$ cat src/include/vic_regs.vh
`ifndef VIC_REGS_VH
`define VIC_REGS_VH

// ****************************************
// register byte offsets
// ****************************************
`define VIC_OFS_CTRL0 12'h000
`define VIC_OFS_CTRL1 12'h004
`define VIC_OFS_CTRL2 12'h008
`define VIC_OFS_CTRL3 12'h00c
`define VIC_OFS_EDGE 12'h010

// ****************************************
// source indices, also priority (0 highest)
// ****************************************
`define VIC_NSRC 14
`define VIC_SRC_PIN0 0
`define VIC_SRC_PIN1 1
`define VIC_SRC_CMP0 2
`define VIC_SRC_CMP1 3
`define VIC_SRC_SERIAL 4
`define VIC_SRC_LOWV 5
`define VIC_SRC_ADC 6
`define VIC_SRC_EEPROM 7
`define VIC_SRC_PTMP 8
`define VIC_SRC_PTMA 9
`define VIC_SRC_STMP 10
`define VIC_SRC_STMA 11
`define VIC_SRC_TB0 12
`define VIC_SRC_TB1 13

// ****************************************
// vectors: base plus stride per source
// ****************************************
`define VIC_VEC_W 12
`define VIC_VEC_BASE 12'h004
`define VIC_VEC_STRIDE 12'h004

// ****************************************
// edge select codes and reset values
// ****************************************
`define VIC_EDGE_OFF 2'h0
`define VIC_EDGE_RISE 2'h1
`define VIC_EDGE_FALL 2'h2
`define VIC_EDGE_BOTH 2'h3
`define VIC_RST_BYTE 8'h00
`define VIC_RST_SRC 14'h0000
`define VIC_RST_EDGE 4'h0
`define VIC_RST_WORD 32'h00000000
`define VIC_RST_PIN 2'h0
`define VIC_RST_IDX 4'h0

`endif

$ cat src/core/vic_core.v
`timescale 1ns/100ps
`default_nettype none
`include "vic_regs.vh"

// Behaviour
// source events set flags regardless of enables
// disabled source keeps flag, no call
// global enable low suppresses every call
// core pushes return address, jumps to vector
// return instruction pops saved address (core)
// each source has its own vector
// taking a call clears global enable
// flags still latch while globally disabled
// software re-enables global for nesting
// no call while stack is full
// fixed priority among simultaneous requests
// any set flag raises wake
// software presets flag to avoid wake; code raises wake for any set flag, a preset flag included
// pin flag only on selected edge
// pin needs enable, routing, input direction
// pin call clears its own flag
// rising, falling, both or disabled edges
// edge codes 00 off 01 rise 10 fall 11 both
// control zero layout, bit 7 zero
// control one layout
// control two layout
// control three layout, bits 3,7 zero
// all bits read/write, reset zero
// other flags cleared on call too; code clears only the taken source's flag
// pins synchronised, one-cycle edge pulses
module vic_core (
	input wire mclk,
	input wire rst_n,
	input wire psel,
	input wire penable,
	input wire pwrite,
	input wire [11:0] paddr,
	input wire [31:0] pwdata,
	output wire [31:0] prdata,
	output wire pready,
	output wire pslverr,
	input wire [1:0] extPin,
	input wire [1:0] pinRoutedToIrq,
	input wire [1:0] pinDirInput,
	input wire [`VIC_NSRC-1:0] srcEvent,
	input wire stackFull,
	input wire callTaken,
	output wire callRequest,
	output wire [`VIC_VEC_W-1:0] callVector,
	output wire wake
);

	// ****************************************
	// state
	// ****************************************
	reg emi_reg;
	reg [`VIC_NSRC-1:0] flag_reg;
	reg [`VIC_NSRC-1:0] enable_reg;
	reg [3:0] edge_reg;
	reg [1:0] pinSync1_reg;
	reg [1:0] pinSync2_reg;
	reg [1:0] pinPrev_reg;
	reg call_reg;
	reg [3:0] callIdx_reg;
	reg [`VIC_VEC_W-1:0] vector_reg;
	reg [31:0] rdata_reg;
	reg err_reg;

	wire wrAccess;
	wire setupPhase;
	wire [7:0] wbyte;
	wire [`VIC_NSRC-1:0] setEvent;
	wire [`VIC_NSRC-1:0] takenClear;
	wire [`VIC_NSRC-1:0] pending;
	wire [1:0] pinEdge;
	wire [7:0] ctrl0;
	wire [7:0] ctrl1;
	wire [7:0] ctrl2;
	wire [7:0] ctrl3;
	reg [`VIC_NSRC-1:0] flag_next;
	reg [`VIC_NSRC-1:0] enable_next;
	reg emi_next;
	reg [3:0] selIdx;
	reg selAny;
	reg [31:0] rdMux;
	reg rdErr;
	reg call_next;
	reg [3:0] callIdx_next;
	reg [`VIC_VEC_W-1:0] vector_next;
	wire accessPhase;
	wire callTake;
	wire hitCtrl0;
	wire hitCtrl1;
	wire hitCtrl2;
	wire hitCtrl3;
	wire hitEdge;
	integer i;

	// ****************************************
	// apb qualifiers and address decode
	// ****************************************
	assign accessPhase = psel & penable;
	assign wrAccess = accessPhase & pwrite;
	assign setupPhase = psel & ~penable;
	assign wbyte = pwdata[7:0];
	assign hitCtrl0 = (paddr == `VIC_OFS_CTRL0);
	assign hitCtrl1 = (paddr == `VIC_OFS_CTRL1);
	assign hitCtrl2 = (paddr == `VIC_OFS_CTRL2);
	assign hitCtrl3 = (paddr == `VIC_OFS_CTRL3);
	assign hitEdge = (paddr == `VIC_OFS_EDGE);
	assign callTake = callTaken & callRequest;

	// ****************************************
	// register images
	// ****************************************
	assign ctrl0[7] = 1'b0;
	assign ctrl0[6] = flag_reg[`VIC_SRC_PIN1];
	assign ctrl0[5] = flag_reg[`VIC_SRC_PIN0];
	assign ctrl0[4] = flag_reg[`VIC_SRC_CMP0];
	assign ctrl0[3] = enable_reg[`VIC_SRC_PIN1];
	assign ctrl0[2] = enable_reg[`VIC_SRC_PIN0];
	assign ctrl0[1] = enable_reg[`VIC_SRC_CMP0];
	assign ctrl0[0] = emi_reg;
	assign ctrl1[7] = flag_reg[`VIC_SRC_EEPROM];
	assign ctrl1[6] = flag_reg[`VIC_SRC_ADC];
	assign ctrl1[5] = flag_reg[`VIC_SRC_LOWV];
	assign ctrl1[4] = flag_reg[`VIC_SRC_SERIAL];
	assign ctrl1[3] = enable_reg[`VIC_SRC_EEPROM];
	assign ctrl1[2] = enable_reg[`VIC_SRC_ADC];
	assign ctrl1[1] = enable_reg[`VIC_SRC_LOWV];
	assign ctrl1[0] = enable_reg[`VIC_SRC_SERIAL];
	assign ctrl2[7] = flag_reg[`VIC_SRC_STMA];
	assign ctrl2[6] = flag_reg[`VIC_SRC_STMP];
	assign ctrl2[5] = flag_reg[`VIC_SRC_PTMA];
	assign ctrl2[4] = flag_reg[`VIC_SRC_PTMP];
	assign ctrl2[3] = enable_reg[`VIC_SRC_STMA];
	assign ctrl2[2] = enable_reg[`VIC_SRC_STMP];
	assign ctrl2[1] = enable_reg[`VIC_SRC_PTMA];
	assign ctrl2[0] = enable_reg[`VIC_SRC_PTMP];
	assign ctrl3[7] = 1'b0;
	assign ctrl3[6] = flag_reg[`VIC_SRC_CMP1];
	assign ctrl3[5] = flag_reg[`VIC_SRC_TB1];
	assign ctrl3[4] = flag_reg[`VIC_SRC_TB0];
	assign ctrl3[3] = 1'b0;
	assign ctrl3[2] = enable_reg[`VIC_SRC_CMP1];
	assign ctrl3[1] = enable_reg[`VIC_SRC_TB1];
	assign ctrl3[0] = enable_reg[`VIC_SRC_TB0];

	// ****************************************
	// external pin edge detection
	// ****************************************
	always @(posedge mclk or negedge rst_n) begin
		if (!rst_n) begin
			pinSync1_reg <= `VIC_RST_PIN;
			pinSync2_reg <= `VIC_RST_PIN;
		end else begin
			pinSync1_reg <= extPin;
			pinSync2_reg <= pinSync1_reg;
		end
	end

	always @(posedge mclk or negedge rst_n) begin
		if (!rst_n) begin
			pinPrev_reg <= `VIC_RST_PIN;
		end else begin
			pinPrev_reg <= pinSync2_reg;
		end
	end

	genvar g;
	generate
		for (g = 0; g < 2; g = g + 1) begin : pinEdgeGen
			wire [1:0] mode;
			wire rise;
			wire fall;
			wire modeRise;
			wire modeFall;
			wire modeBoth;
			assign mode = edge_reg[2*g+1:2*g];
			assign rise = pinSync2_reg[g] & ~pinPrev_reg[g];
			assign fall = ~pinSync2_reg[g] & pinPrev_reg[g];
			assign modeRise = (mode == `VIC_EDGE_RISE);
			assign modeFall = (mode == `VIC_EDGE_FALL);
			assign modeBoth = (mode == `VIC_EDGE_BOTH);
			assign pinEdge[g] = pinRoutedToIrq[g] & pinDirInput[g] &
				((modeRise & rise) |
				(modeFall & fall) |
				(modeBoth & (rise | fall)));
		end
	endgenerate

	// ****************************************
	// event sources and call clearing
	// ****************************************
	generate
		for (g = 0; g < `VIC_NSRC; g = g + 1) begin : srcGen
			if (g == `VIC_SRC_PIN0 || g == `VIC_SRC_PIN1) begin : pinSrc
				assign setEvent[g] = pinEdge[g];
			end else begin : intSrc
				assign setEvent[g] = srcEvent[g];
			end
			assign takenClear[g] = callTake & (callIdx_reg == g); //R16; clears only the taken source's flag, not the other flags of R24
			assign pending[g] = flag_reg[g] & enable_reg[g];
		end
	endgenerate

	// ****************************************
	// fixed priority select
	// ****************************************
	always @* begin
		selIdx = 4'h0;
		selAny = 1'b0;
		for (i = `VIC_NSRC - 1; i >= 0; i = i - 1) begin
			if (pending[i]) begin
				selIdx = i[3:0];
				selAny = 1'b1;
			end
		end
	end

	// ****************************************
	// software writes and flag update
	// ****************************************
	always @* begin
		flag_next = flag_reg & ~takenClear;
		enable_next = enable_reg;
		emi_next = emi_reg;
		if (callTake) begin
			emi_next = 1'b0;
		end
		if (wrAccess) begin
			if (hitCtrl0) begin
				emi_next = wbyte[0];
				enable_next[`VIC_SRC_CMP0] = wbyte[1];
				enable_next[`VIC_SRC_PIN0] = wbyte[2];
				enable_next[`VIC_SRC_PIN1] = wbyte[3];
				flag_next[`VIC_SRC_CMP0] = wbyte[4];
				flag_next[`VIC_SRC_PIN0] = wbyte[5];
				flag_next[`VIC_SRC_PIN1] = wbyte[6];
			end else if (hitCtrl1) begin
				enable_next[`VIC_SRC_SERIAL] = wbyte[0];
				enable_next[`VIC_SRC_LOWV] = wbyte[1];
				enable_next[`VIC_SRC_ADC] = wbyte[2];
				enable_next[`VIC_SRC_EEPROM] = wbyte[3];
				flag_next[`VIC_SRC_SERIAL] = wbyte[4];
				flag_next[`VIC_SRC_LOWV] = wbyte[5];
				flag_next[`VIC_SRC_ADC] = wbyte[6];
				flag_next[`VIC_SRC_EEPROM] = wbyte[7];
			end else if (hitCtrl2) begin
				enable_next[`VIC_SRC_PTMP] = wbyte[0];
				enable_next[`VIC_SRC_PTMA] = wbyte[1];
				enable_next[`VIC_SRC_STMP] = wbyte[2];
				enable_next[`VIC_SRC_STMA] = wbyte[3];
				flag_next[`VIC_SRC_PTMP] = wbyte[4];
				flag_next[`VIC_SRC_PTMA] = wbyte[5];
				flag_next[`VIC_SRC_STMP] = wbyte[6];
				flag_next[`VIC_SRC_STMA] = wbyte[7];
			end else if (hitCtrl3) begin
				enable_next[`VIC_SRC_TB0] = wbyte[0];
				enable_next[`VIC_SRC_TB1] = wbyte[1];
				enable_next[`VIC_SRC_CMP1] = wbyte[2];
				flag_next[`VIC_SRC_TB0] = wbyte[4];
				flag_next[`VIC_SRC_TB1] = wbyte[5];
				flag_next[`VIC_SRC_CMP1] = wbyte[6];
			end
		end
		flag_next = flag_next | setEvent;
	end

	// ****************************************
	// enable and flag state
	// ****************************************
	always @(posedge mclk or negedge rst_n) begin
		if (!rst_n) begin
			emi_reg <= 1'b0;
		end else begin
			emi_reg <= emi_next;
		end
	end

	always @(posedge mclk or negedge rst_n) begin
		if (!rst_n) begin
			flag_reg <= `VIC_RST_SRC;
		end else begin
			flag_reg <= flag_next;
		end
	end

	always @(posedge mclk or negedge rst_n) begin
		if (!rst_n) begin
			enable_reg <= `VIC_RST_SRC;
		end else begin
			enable_reg <= enable_next;
		end
	end

	// ****************************************
	// edge selection
	// ****************************************
	always @(posedge mclk or negedge rst_n) begin
		if (!rst_n) begin
			edge_reg <= `VIC_RST_EDGE;
		end else if (wrAccess & hitEdge) begin
			edge_reg <= wbyte[3:0];
		end
	end

	// ****************************************
	// call request to the core
	// ****************************************
	always @* begin
		call_next = 1'b0;
		callIdx_next = selIdx;
		vector_next = `VIC_VEC_BASE + `VIC_VEC_STRIDE * {8'h00, selIdx};
		if (emi_next & selAny & ~stackFull & ~callTake) begin
			call_next = 1'b1;
		end
	end

	always @(posedge mclk or negedge rst_n) begin
		if (!rst_n) begin
			call_reg <= 1'b0;
			callIdx_reg <= `VIC_RST_IDX;
			vector_reg <= `VIC_VEC_BASE;
		end else begin
			call_reg <= call_next;
			callIdx_reg <= callIdx_next;
			vector_reg <= vector_next;
		end
	end

	assign callRequest = call_reg & emi_reg & ~stackFull;
	assign callVector = vector_reg;
	assign wake = |flag_reg;

	// ****************************************
	// apb read path
	// ****************************************
	always @* begin
		rdMux = `VIC_RST_WORD;
		rdErr = 1'b0;
		if (hitCtrl0) begin
			rdMux[7:0] = ctrl0;
		end else if (hitCtrl1) begin
			rdMux[7:0] = ctrl1;
		end else if (hitCtrl2) begin
			rdMux[7:0] = ctrl2;
		end else if (hitCtrl3) begin
			rdMux[7:0] = ctrl3;
		end else if (hitEdge) begin
			rdMux[3:0] = edge_reg;
		end else begin
			rdErr = 1'b1;
		end
	end

	always @(posedge mclk or negedge rst_n) begin
		if (!rst_n) begin
			rdata_reg <= `VIC_RST_WORD;
		end else if (setupPhase) begin
			rdata_reg <= rdMux;
		end
	end

	always @(posedge mclk or negedge rst_n) begin
		if (!rst_n) begin
			err_reg <= 1'b0;
		end else if (setupPhase) begin
			err_reg <= rdErr;
		end
	end

	assign prdata = rdata_reg;
	assign pready = 1'b1;
	assign pslverr = accessPhase & err_reg;

endmodule

`default_nettype wire

$ cat config.mk
export PLATFORM = sky130hd
export DESIGN_NAME = vic_core
export DESIGN_NICKNAME = d
export VERILOG_FILES = /design/src/core/vic_core.v
export VERILOG_INCLUDE_DIRS = /design/src /design/src/include
export SDC_FILE = /design/constraint.sdc
export NUM_CORES = 1
export LEC_CHECK = 0
export BUFFER_PORTS_ARGS = -buffer_cell sky130_fd_sc_hd__buf_2
export CORE_MARGIN = 2
export CORE_UTILIZATION = 50
export DETAILED_ROUTE_END_ITERATION = 8
export PLACE_DENSITY = 0.87
export SLEW_MARGIN = 20
export SYNTH_ARGS = -nofsm -noshare
export SYNTH_HDL_FRONTEND = slang
export SYNTH_SLANG_ARGS = --single-unit
$ cat constraint.sdc
create_clock -name mclk -period 1.97 [get_ports mclk]
set_input_delay 0 -clock mclk [delete_from_list [all_inputs] [get_ports mclk]]
set_output_delay 0 -clock mclk [all_outputs]
set_load 0.05 [all_outputs]
# Yosys cells after proc, flatten, opt, wreduce, memory -nomap -nowiden
# Index checks and enable logic that the tools add are counted.
# Widths: inputs -> output; s select.
[word_totals]
inputBits = 71
register_bits = 60
output_inout_bits = 48
wordCells = 172
[op_classes]
n_bitwise = 72
n_mux = 54
addsub = 1
eq_ne = 23
reduce_logical = 7
[op_table]
columns = ["cell", "n"]
rows = [
  ["$mux 4", 18],
  ["$and 1x1->1", 53],
  ["$mux 1", 26],
  ["$eq 12x4->1 const B", 2],
  ["$eq 4x4->1 const B", 6],
  ["$mux 8", 3],
  ["$eq 4x3->1 const B", 4],
  ["$and 14x14->14", 1],
  ["$mux 14", 1],
  ["$not 14->14", 1],
  ["$or 14x14->14", 1],
  ["$reduce_or 14->1", 1],
  ["$eq 12x3->1 const B", 1],
  ["$eq 12x5->1 const B", 1],
  ["$logic_not 12->1", 1],
  ["$mux 11", 1],
  ["$not 1->1", 10],
  ["$eq 2x2->1 const B", 4],
  ["$eq 4x2->1 const B", 2],
  ["$add 3x6->7 const A", 1],
  ["$mux 3", 2],
  ["$mux 6", 1],
  ["$or 1x1->1", 6],
  ["$reduce_and 5->1", 1],
  ["other kinds (7)", 9],
]

# Depth between registers and ports, before layout
# Gate-level depths: netlist (run 1).
[logic_depth]
ltp_word = 19
mapped_depth = 7

# Worst setup path after synthesis (run 1)
# No wires, ideal clock.
[synth_timing]
path_type = "reg-to-reg"
startpoint = "register emi_reg"
endpoint = "register emi_reg"
arrival_time_ps = 1415
setup_slack_ps = 428
setup_ps = 127
path_buffers = 0
stages_incl_launch_ff = 5
path_cell_list = "dfrtp_1 > nand2_1 > nor2_1 > and2_1 > o21ai_0"
[synth_between]
elab_chain_len = 6
[synth_lines]
columns = ["item", "line_no", "source"]
rows = [
  ["from (decl)", "vic_core.v:56", "reg emi_reg;"],
  ["from (signal assigned)", "vic_core.v:277", "emi_reg <= emi_next;"],
  ["$and 1x1->1 * (2 in a row)", "vic_core.v:332", "assign callRequest = call_reg & emi_reg & ~stackFull;"],
  ["via callRequest", "vic_core.v:48", "output wire callRequest,"],
  ["$and 1x1->1 *", "vic_core.v:111", "assign callTake = callTaken & callRequest;"],
  ["$mux 1 *", "vic_core.v:228", "if (callTake) begin"],
  ["$mux 1", "vic_core.v:232", "if (hitCtrl0) begin"],
  ["$mux 1 *", "vic_core.v:231", "if (wrAccess) begin"],
  ["via emi_next", "vic_core.v:82", "reg emi_next;"],
]
# The timed path passes the listed nets; every way through them passes the cells marked *.
# A chain may end at the register's enable or synchronous reset.

# Worst setup path after layout (run 1)
[layout_timing]
startpoint = "register emi_reg"
endpoint = "register flag_reg[1]"
[layout_between]
elab_chain_len = 9
[layout_lines]
columns = ["item", "line_no", "source"]
rows = [
  ["$and 1x1->1 * (2 in a row)", "vic_core.v:332", ""],
  ["$and 1x1->1 *", "vic_core.v:111", ""],
  ["$and 1x1->1 *", "vic_core.v:202", "assign takenClear[g] = callTake & (callIdx_reg == g);"],
  ["$not 14->14 *", "vic_core.v:225", "flag_next = flag_reg & ~takenClear;"],
  ["$and 14x14->14 *", "vic_core.v:225", ""],
  ["$mux 3", "vic_core.v:232", ""],
  ["$mux 14 *", "vic_core.v:231", ""],
  ["$or 14x14->14 *", "vic_core.v:267", "flag_next = flag_next | setEvent;"],
  ["via flag_next[1]", "vic_core.v:80", "reg [`VIC_NSRC-1:0] flag_next;"],
  ["to (signal assigned)", "vic_core.v:283", "flag_reg <= `VIC_RST_SRC;"],
  ["to (signal assigned)", "vic_core.v:285", "flag_reg <= flag_next;"],
  ["to (decl)", "vic_core.v:57", "reg [`VIC_NSRC-1:0] flag_reg;"],
]
# Marks and branches as above.

==> flow_summary.json, run 1 <==
{
  "initial_utilization": 0.512,
  "synth_enable_flop_cells": 0,
  "ir_worst_vdd_v": 0.000533,
  "routed.top_layer": "met4",
  "cts_tree": "yes",
  "finalWeightedCongestion": 0.978,
  "port-buffer-count": 60,
  "drive_gt1_frac": 0.291,
  "netlist.area_leader.share": 0.444,
  "grt_total_usage": 0.244,
  "worst_slew_margin_rel": 0.577,
  "tightestPinTransition_ns": 0.635,
  "crit_buf_inv": 2,
  "chipHeight_um": 84.1,
  "tritoncts.num_buffers": 9,
  "filler_cells_inserted": 494,
  "core_area_um2": 6280,
  "max_freq_mhz": 534,
  "wl_per_cell_um": 16.8,
  "num_antenna_cells": 0,
  "grt_start_max_net_pins": 32,
  "holdCritPathClass": "in2reg",
  "crit_path_start_kind": "register",
  "floorplan.die.width_um": 84.1,
  "fin_skew_ns": 0.0108,
  "cpMaxStageDelayCell": "sky130_fd_sc_hd__dlygate4sd3_1",
  "final.min_clock_period_ns": 1.87,
  "power_dens_cells_nw_per_um2": 688,
  "rsz0062_at_grt": "no",
  "cts.root.buffer_cell": "sky130_fd_sc_hd__clkbuf_8",
  "outcome": "finished, final reports clean",
  "synth_top_cells_by_count": "sky130_fd_sc_hd__dfrtp_1, sky130_fd_sc_hd__nand2_1, sky130_fd_sc_hd__buf_4, sky130_fd_sc_hd__mux2_2, sky130_fd_sc_hd__nor2_1",
  "path_cells": "nand4b_1, buf_4, o41ai_1, o211ai_1, dlygate4sd3_1",
  "tns_ns": 0,
  "route.detailed.vias_per_inst": 5.64,
  "initial_drt_markers": 265,
  "clk_pin_slew_ns": 0.07,
  "wl_um": 8100,
  "die_area_um2": 7080,
  "crit_path_max_fanout": 14,
  "synth_top_area_cell": "sky130_fd_sc_hd__dfrtp_1",
  "met2_length_um": 3900,
  "route.met3.wl_um": 621,
  "final_design_area_no_fill_um2": 4010,
  "asyncSetResetFlopFracSynth": 1.00,
  "floorplan.io_pins": 119,
  "mappedNetlistArea_um2": 3210,
  "maxSlewViolCount": 0,
  "cp_data_required_time_ns": 2.20,
  "synth.top_cells.by_area": "sky130_fd_sc_hd__dfrtp_1, sky130_fd_sc_hd__buf_4, sky130_fd_sc_hd__mux2_2",
  "final_hold_viol_count": 0,
  "synth_seq_area_share": 0.452,
  "final_antenna_net_count": 0,
  "wl_met1_um": 3180,
  "post_layout_nets": 476,
  "dpl.hpwl_um": 5610,
  "worst_skew_pair.late_latency_ns": 0.35,
  "mapped_avg_cell_area_um2": 10.6,
  "synth-seq-cells": 58,
  "critical-path-max-stage-delay_ns": 0.56,
  "synthesis.instances": 303,
  "synthFlopType": "sky130_fd_sc_hd__dfrtp_1",
  "clk_path_buf_depth": 2,
  "worst-endpoint-arrival_ns": 2.11,
  "critical_path.top_delay_family": "buffers and inverters",
  "cts_htree_levels": 3,
  "detailroute.via_count": 2718,
  "worstSetupEndpointType": "register",
  "layout_worst_path_cycle_share": 0.951,
  "most_frequent_cell_after_synthesis": "sky130_fd_sc_hd__dfrtp_1",
  "cts.sinks": 58,
  "grt_pass1_vias": 2704,
  "detailedRoute.firstPassIterationCount": 5,
  "timing.final.setup_violations": 0,
  "grt_antenna_before_repair": 0,
  "synthesis.yosys.warnings": 0,
  "number_of_rows_created_at_floorplan": 29,
  "maxCapViolCount": 0,
  "dr_drc_count": 0,
  "total_leakage_power_nw": 1.85,
  "gr-total-overflow": 0,
  "area.growth.synth_to_final_pct": 24.9,
  "standard_cell_area_after_detailed_placement_um2": 3510,
  "grt_pass1_wl_um": 13300,
  "post_synth_num_cell_types": 50,
  "crit_type": "reg2reg"
}
==> cells by family after synthesis <==
| group | count (synthesis) | synth area share |
|---|---|---|
| muxes | 23 | 0.102 |
| adders and majority gates | 5 | 0.0195 |
| other | 2 | 0.00234 |
| DFF | 58 | 0.452 |
| buffers and inverters | 47 | 0.0966 |
| and+or+nand+nor | 100 | 0.173 |
| xor gates and xnor gates | 1 | 0.00273 |
| AOI/OAI and AO/OA | 67 | 0.152 |
==> metrics by stage <==
step / hold slack (ns) / utilization / cells / power, mW / worst slack, ns
final: 0.0386 / 0.639 / 482 / 2.76 / 0.0958
after global routing: 0.0618 / 0.639 / 482 / 2.85 / 0.0137
after CTS: 0.0273 / 0.637 / 481 / 2.77 / 0.0254
after detailed placement: 0.0581 / 0.559 / 438 / 1.52 / 0.223
after global placement: 0.0445 / 0.559 / 438 / 1.52 / 0.270
after floorplan: -0.296 / - / 333 / 1.47 / 0.428
==> worst min-delay path, stage by stage <==
cell	delay [ns]
sky130_fd_sc_hd__buf_2	0.10
sky130_fd_sc_hd__nor4_4	0.05
sky130_fd_sc_hd__nand4_1	0.11
sky130_fd_sc_hd__o21ai_0	0.09
==> path summary, 6_finish.rpt <==
check,from,endpoint,slack [ns],depth (start not counted)
min reg2reg,pinSync1_reg[0],pinSync2_reg[0],0.35,0
max,emi_reg,flag_reg[1],0.1,5
min,paddr[0],prdata[2],0.04,4
max reg2reg,emi_reg,flag_reg[1],0.1,5
min in group asynchronous,rst_n,pinPrev_reg[0],0.25,2
max in group asynchronous,rst_n,flag_reg[2],1.13,3
==> repair_timing <==
item	4_1_cts	5_1_grt
setup endpoints to repair	0	1
hold buffers	27	0
resized for setup	0	1
setup buffers	0	1
endpoints found under the hold margin	65	0
==> metal layers <==
metal	global-route usage	vias to the layer above
li1	-	1247
met4	0.138	0
met2	0.384	164
met1	0.307	1266
met3	0.0619	41
met5	0	-
==> power by group <==
part | total, mW | switching, mW | internal (mW)
clock | 1.21 | 0.505 | 0.708
combinational | 0.338 | 0.242 | 0.0959
sequential | 1.21 | 0.00715 | 1.20
total | 2.76 | 0.754 | 2.01
==> cell type report <==
type,count,area (um2),share of cell area
clock buffers,9,124,0.0309
clock inverters,7,93.8,0.0234
inverters,7,26.3,0.00655
multi-input cells,228,1570,0.391
flip-flops and latches,58,1450,0.362
well taps,77,96.3,0.0240
repair buffers,96,651,0.162
==> placed cells by master, fill, tap and decap left out, types with 3 or more instances in the layout <==
cell	n
sky130_fd_sc_hd__nor4_1	3
sky130_fd_sc_hd__conb_1	32
sky130_fd_sc_hd__buf_4	8
sky130_fd_sc_hd__nand2b_1	6
sky130_fd_sc_hd__o41ai_1	7
sky130_fd_sc_hd__o21ai_0	14
sky130_fd_sc_hd__a21oi_1	7
sky130_fd_sc_hd__nor2b_1	5
sky130_fd_sc_hd__mux4_2	6
sky130_fd_sc_hd__o211ai_1	4
sky130_fd_sc_hd__a22oi_1	4
sky130_fd_sc_hd__a211o_1	12
sky130_fd_sc_hd__inv_1	7
sky130_fd_sc_hd__nand2_1	40
sky130_fd_sc_hd__o31ai_1	8
sky130_fd_sc_hd__dlygate4sd3_1	27
sky130_fd_sc_hd__and3_1	4
sky130_fd_sc_hd__ha_1	5
sky130_fd_sc_hd__nand3_1	7
sky130_fd_sc_hd__a31oi_1	3
sky130_fd_sc_hd__clkbuf_8	9
sky130_fd_sc_hd__buf_2	60
sky130_fd_sc_hd__nor2_1	17
sky130_fd_sc_hd__dfrtp_1	57
sky130_fd_sc_hd__mux2_2	17
Note: power is estimated with default switching activity, not from simulation.
==> run 2, diff against run 1 <==
--- a/config.mk
+++ b/config.mk
@@ -7,7 +7,8 @@
 export NUM_CORES = 1
 export LEC_CHECK = 0
 export BUFFER_PORTS_ARGS = -buffer_cell sky130_fd_sc_hd__buf_2
-export CORE_MARGIN = 2
+export CAP_MARGIN = 20
+export CORE_MARGIN = 4
 export CORE_UTILIZATION = 50
 export DETAILED_ROUTE_END_ITERATION = 8
 export PLACE_DENSITY = 0.87
==> run 2 against run 1 <==
Sequential share of layout area fell by 0.34 points. Count of clock-buffer cells in the layout up 1. Clock power grew 8%. Final cell count shrank 0.41%. Via count up 0.33%. Combinational power barely moved. Worst setup slack got worse by 0.021 ns.
==> flow_summary.json, run 2 (synthesis results as in run 1) <==
{
  "die_area_um2": 7770,
  "tritoncts.num_buffers": 9,
  "floorplan.die.width_um": 88.1,
  "crit_path_start_kind": "register",
  "port-buffer-count": 60,
  "worst_reg_to_reg_cells": 5,
  "switching_share": 0.252,
  "worst_skew_pair.late_latency_ns": 0.35,
  "fin_skew_ns": 0.00937,
  "final.min_clock_period_ns": 1.90,
  "detailedRoute.firstPassIterationCount": 4,
  "timing.rr.start": "emi_reg",
  "power_dens_cells_nw_per_um2": 702,
  "final-instance-count-excl-fill": 480,
  "placed_cells": 436,
  "tightestPinTransition_ns": 0.655,
  "dpl.hpwl_um": 5670,
  "cts_tree": "yes",
  "outcome": "finished, final reports clean",
  "share_clk_of_total_power": 0.458,
  "initial_utilization": 0.530,
  "power_mw": 2.85,
  "hold-path-cell-count": 4,
  "post_layout_nets": 476,
  "finalWeightedCongestion": 0.956,
  "cts_htree_levels": 3,
  "grt_start_max_net_pins": 32,
  "gr-total-overflow": 0,
  "num_antenna_cells": 0,
  "wl_per_cell_um": 16.6,
  "route.detailed.vias_per_inst": 5.68,
  "layout_worst_path_cycle_share": 0.962,
  "chipHeight_um": 88.1,
  "timing.final.setup_violations": 0,
  "pwr-share-comb": 0.117,
  "grt_total_usage": 0.229,
  "number_of_rows_created_at_floorplan": 28,
  "layout_common_cells": "sky130_fd_sc_hd__buf_2, sky130_fd_sc_hd__dfrtp_1, sky130_fd_sc_hd__nand2_1",
  "grt_pass1_wl_um": 13300,
  "filler_cells_inserted": 446,
  "power.net_switching_uw": 719,
  "final_antenna_net_count": 0,
  "final_common_cell": "sky130_fd_sc_hd__buf_2",
  "sequential_area_um2": 1460,
  "clk_pin_slew_ns": 0.06,
  "cp_data_required_time_ns": 2.19,
  "floorplan.io_pins": 119,
  "hold_slack_ns": 0.0118,
  "clk_path_buf_depth": 2,
  "seq_power_share": 0.424,
  "holdCritPathClass": "in2reg",
  "total_leakage_power_nw": 1.88,
  "ir_worst_vdd_v": 0.000477,
  "crit_path_start": "emi_reg",
  "p_int_mw": 2.13,
  "area.growth.synth_to_final_pct": 26.4,
  "cts.root.buffer_cell": "sky130_fd_sc_hd__clkbuf_8",
  "worst-endpoint-arrival_ns": 2.12,
  "final_hold_viol_count": 0,
  "cts.sinks": 58,
  "max_freq_mhz": 528,
  "tns_ns": 0,
  "area_of_the_multi_input_gates_um2": 1600,
  "worst_slew_margin_rel": 0.563,
  "dr_drc_count": 0,
  "wl_um": 7950,
  "maxCapViolCount": 0,
  "crit_path_max_fanout": 14,
  "grt_pass1_vias": 2687,
  "detailroute.via_count": 2727,
  "maxSlewViolCount": 0,
  "crit_type": "reg2reg",
  "rsz0062_at_grt": "no",
  "initial_drt_markers": 252,
  "crit_end": "flag_reg[1]",
  "worstReg2RegEnd": "flag_reg[1]",
  "grt_antenna_before_repair": 0,
  "r2r_setup_slack_ns": 0.07,
  "core_area_um2": 6060,
  "worstSetupEndpointType": "register",
  "drive_gt1_frac": 0.311
}
run 2: how the worst min path moves through the flow:
| stage | from | endpoint | slack (ns) |
|---|---|---|---|
| 2_1_floorplan | rst_n | callIdx_reg[0] | -0.30 |
| 3_3_place_gp | rst_n | pinPrev_reg[0] | 0.05 |
| 3_5_place_dp | rst_n | pinPrev_reg[0] | 0.07 |
| 4_1_cts | pinRoutedToIrq[0] | flag_reg[0] | 0.0001 |
| 5_1_grt | paddr[9] | prdata[3] | 0.03 |
| 6_report | penable | prdata[4] | 0.01 |
run 2: power by group through the flow:
stage	sequential (mW)	combinational (mW)	clock (mW)
final	1.21	0.335	1.31
after global routing	1.21	0.363	1.38
after CTS	1.21	0.331	1.33
after detailed placement	1.23	0.292	0
after global placement	1.23	0.288	0
after floorplan	1.23	0.238	0
run 2: final cells by class:
cell class / count / area share
Clock buffer: 10 / 0.0314
Clock inverter: 6 / 0.0259
Inverter: 7 / 0.00647
Multi-Input combinational cell: 228 / 0.393
Sequential cell: 58 / 0.359
Tap cell: 75 / 0.0231
Timing Repair Buffer: 96 / 0.161
run 2: metrics by stage:
stage / cell area (um2) / util / setup WS [ns]
after CTS: 4010 / 0.662 / 0.0261
after global placement: 3510 / 0.579 / 0.273
final: 4060 / 0.670 / 0.0746
after detailed placement: 3510 / 0.579 / 0.237
after global routing: 4060 / 0.670 / 0.00999
after floorplan: 3320 / - / 0.428
run 2: layer usage:
metal,track usage,share of wire,routed length [um],up-vias
met1,0.293,0.40,3200,1299
met5,0,0,0,-
met4,0.126,0.039,309,0
met3,0.0583,0.085,672,32
li1,-,-,-,1244
met2,0.355,0.47,3760,152
run 2: repair_timing:
item / in CTS / in global routing
resized for setup: 0 / 12
hold buffers: 27 / 1
buffers inserted: 0 / 0
endpoints found under the setup margin: 0 / 3
hold endpoints to repair: 62 / 1
run 2: critical path, cell delays in order (launching register included):
cell and delay, ns:
sky130_fd_sc_hd__dfrtp_1 0.39, sky130_fd_sc_hd__nand4b_1 0.13, sky130_fd_sc_hd__buf_4 0.21, sky130_fd_sc_hd__o41ai_2 0.32, sky130_fd_sc_hd__o211ai_1 0.13, sky130_fd_sc_hd__dlygate4sd3_1 0.58
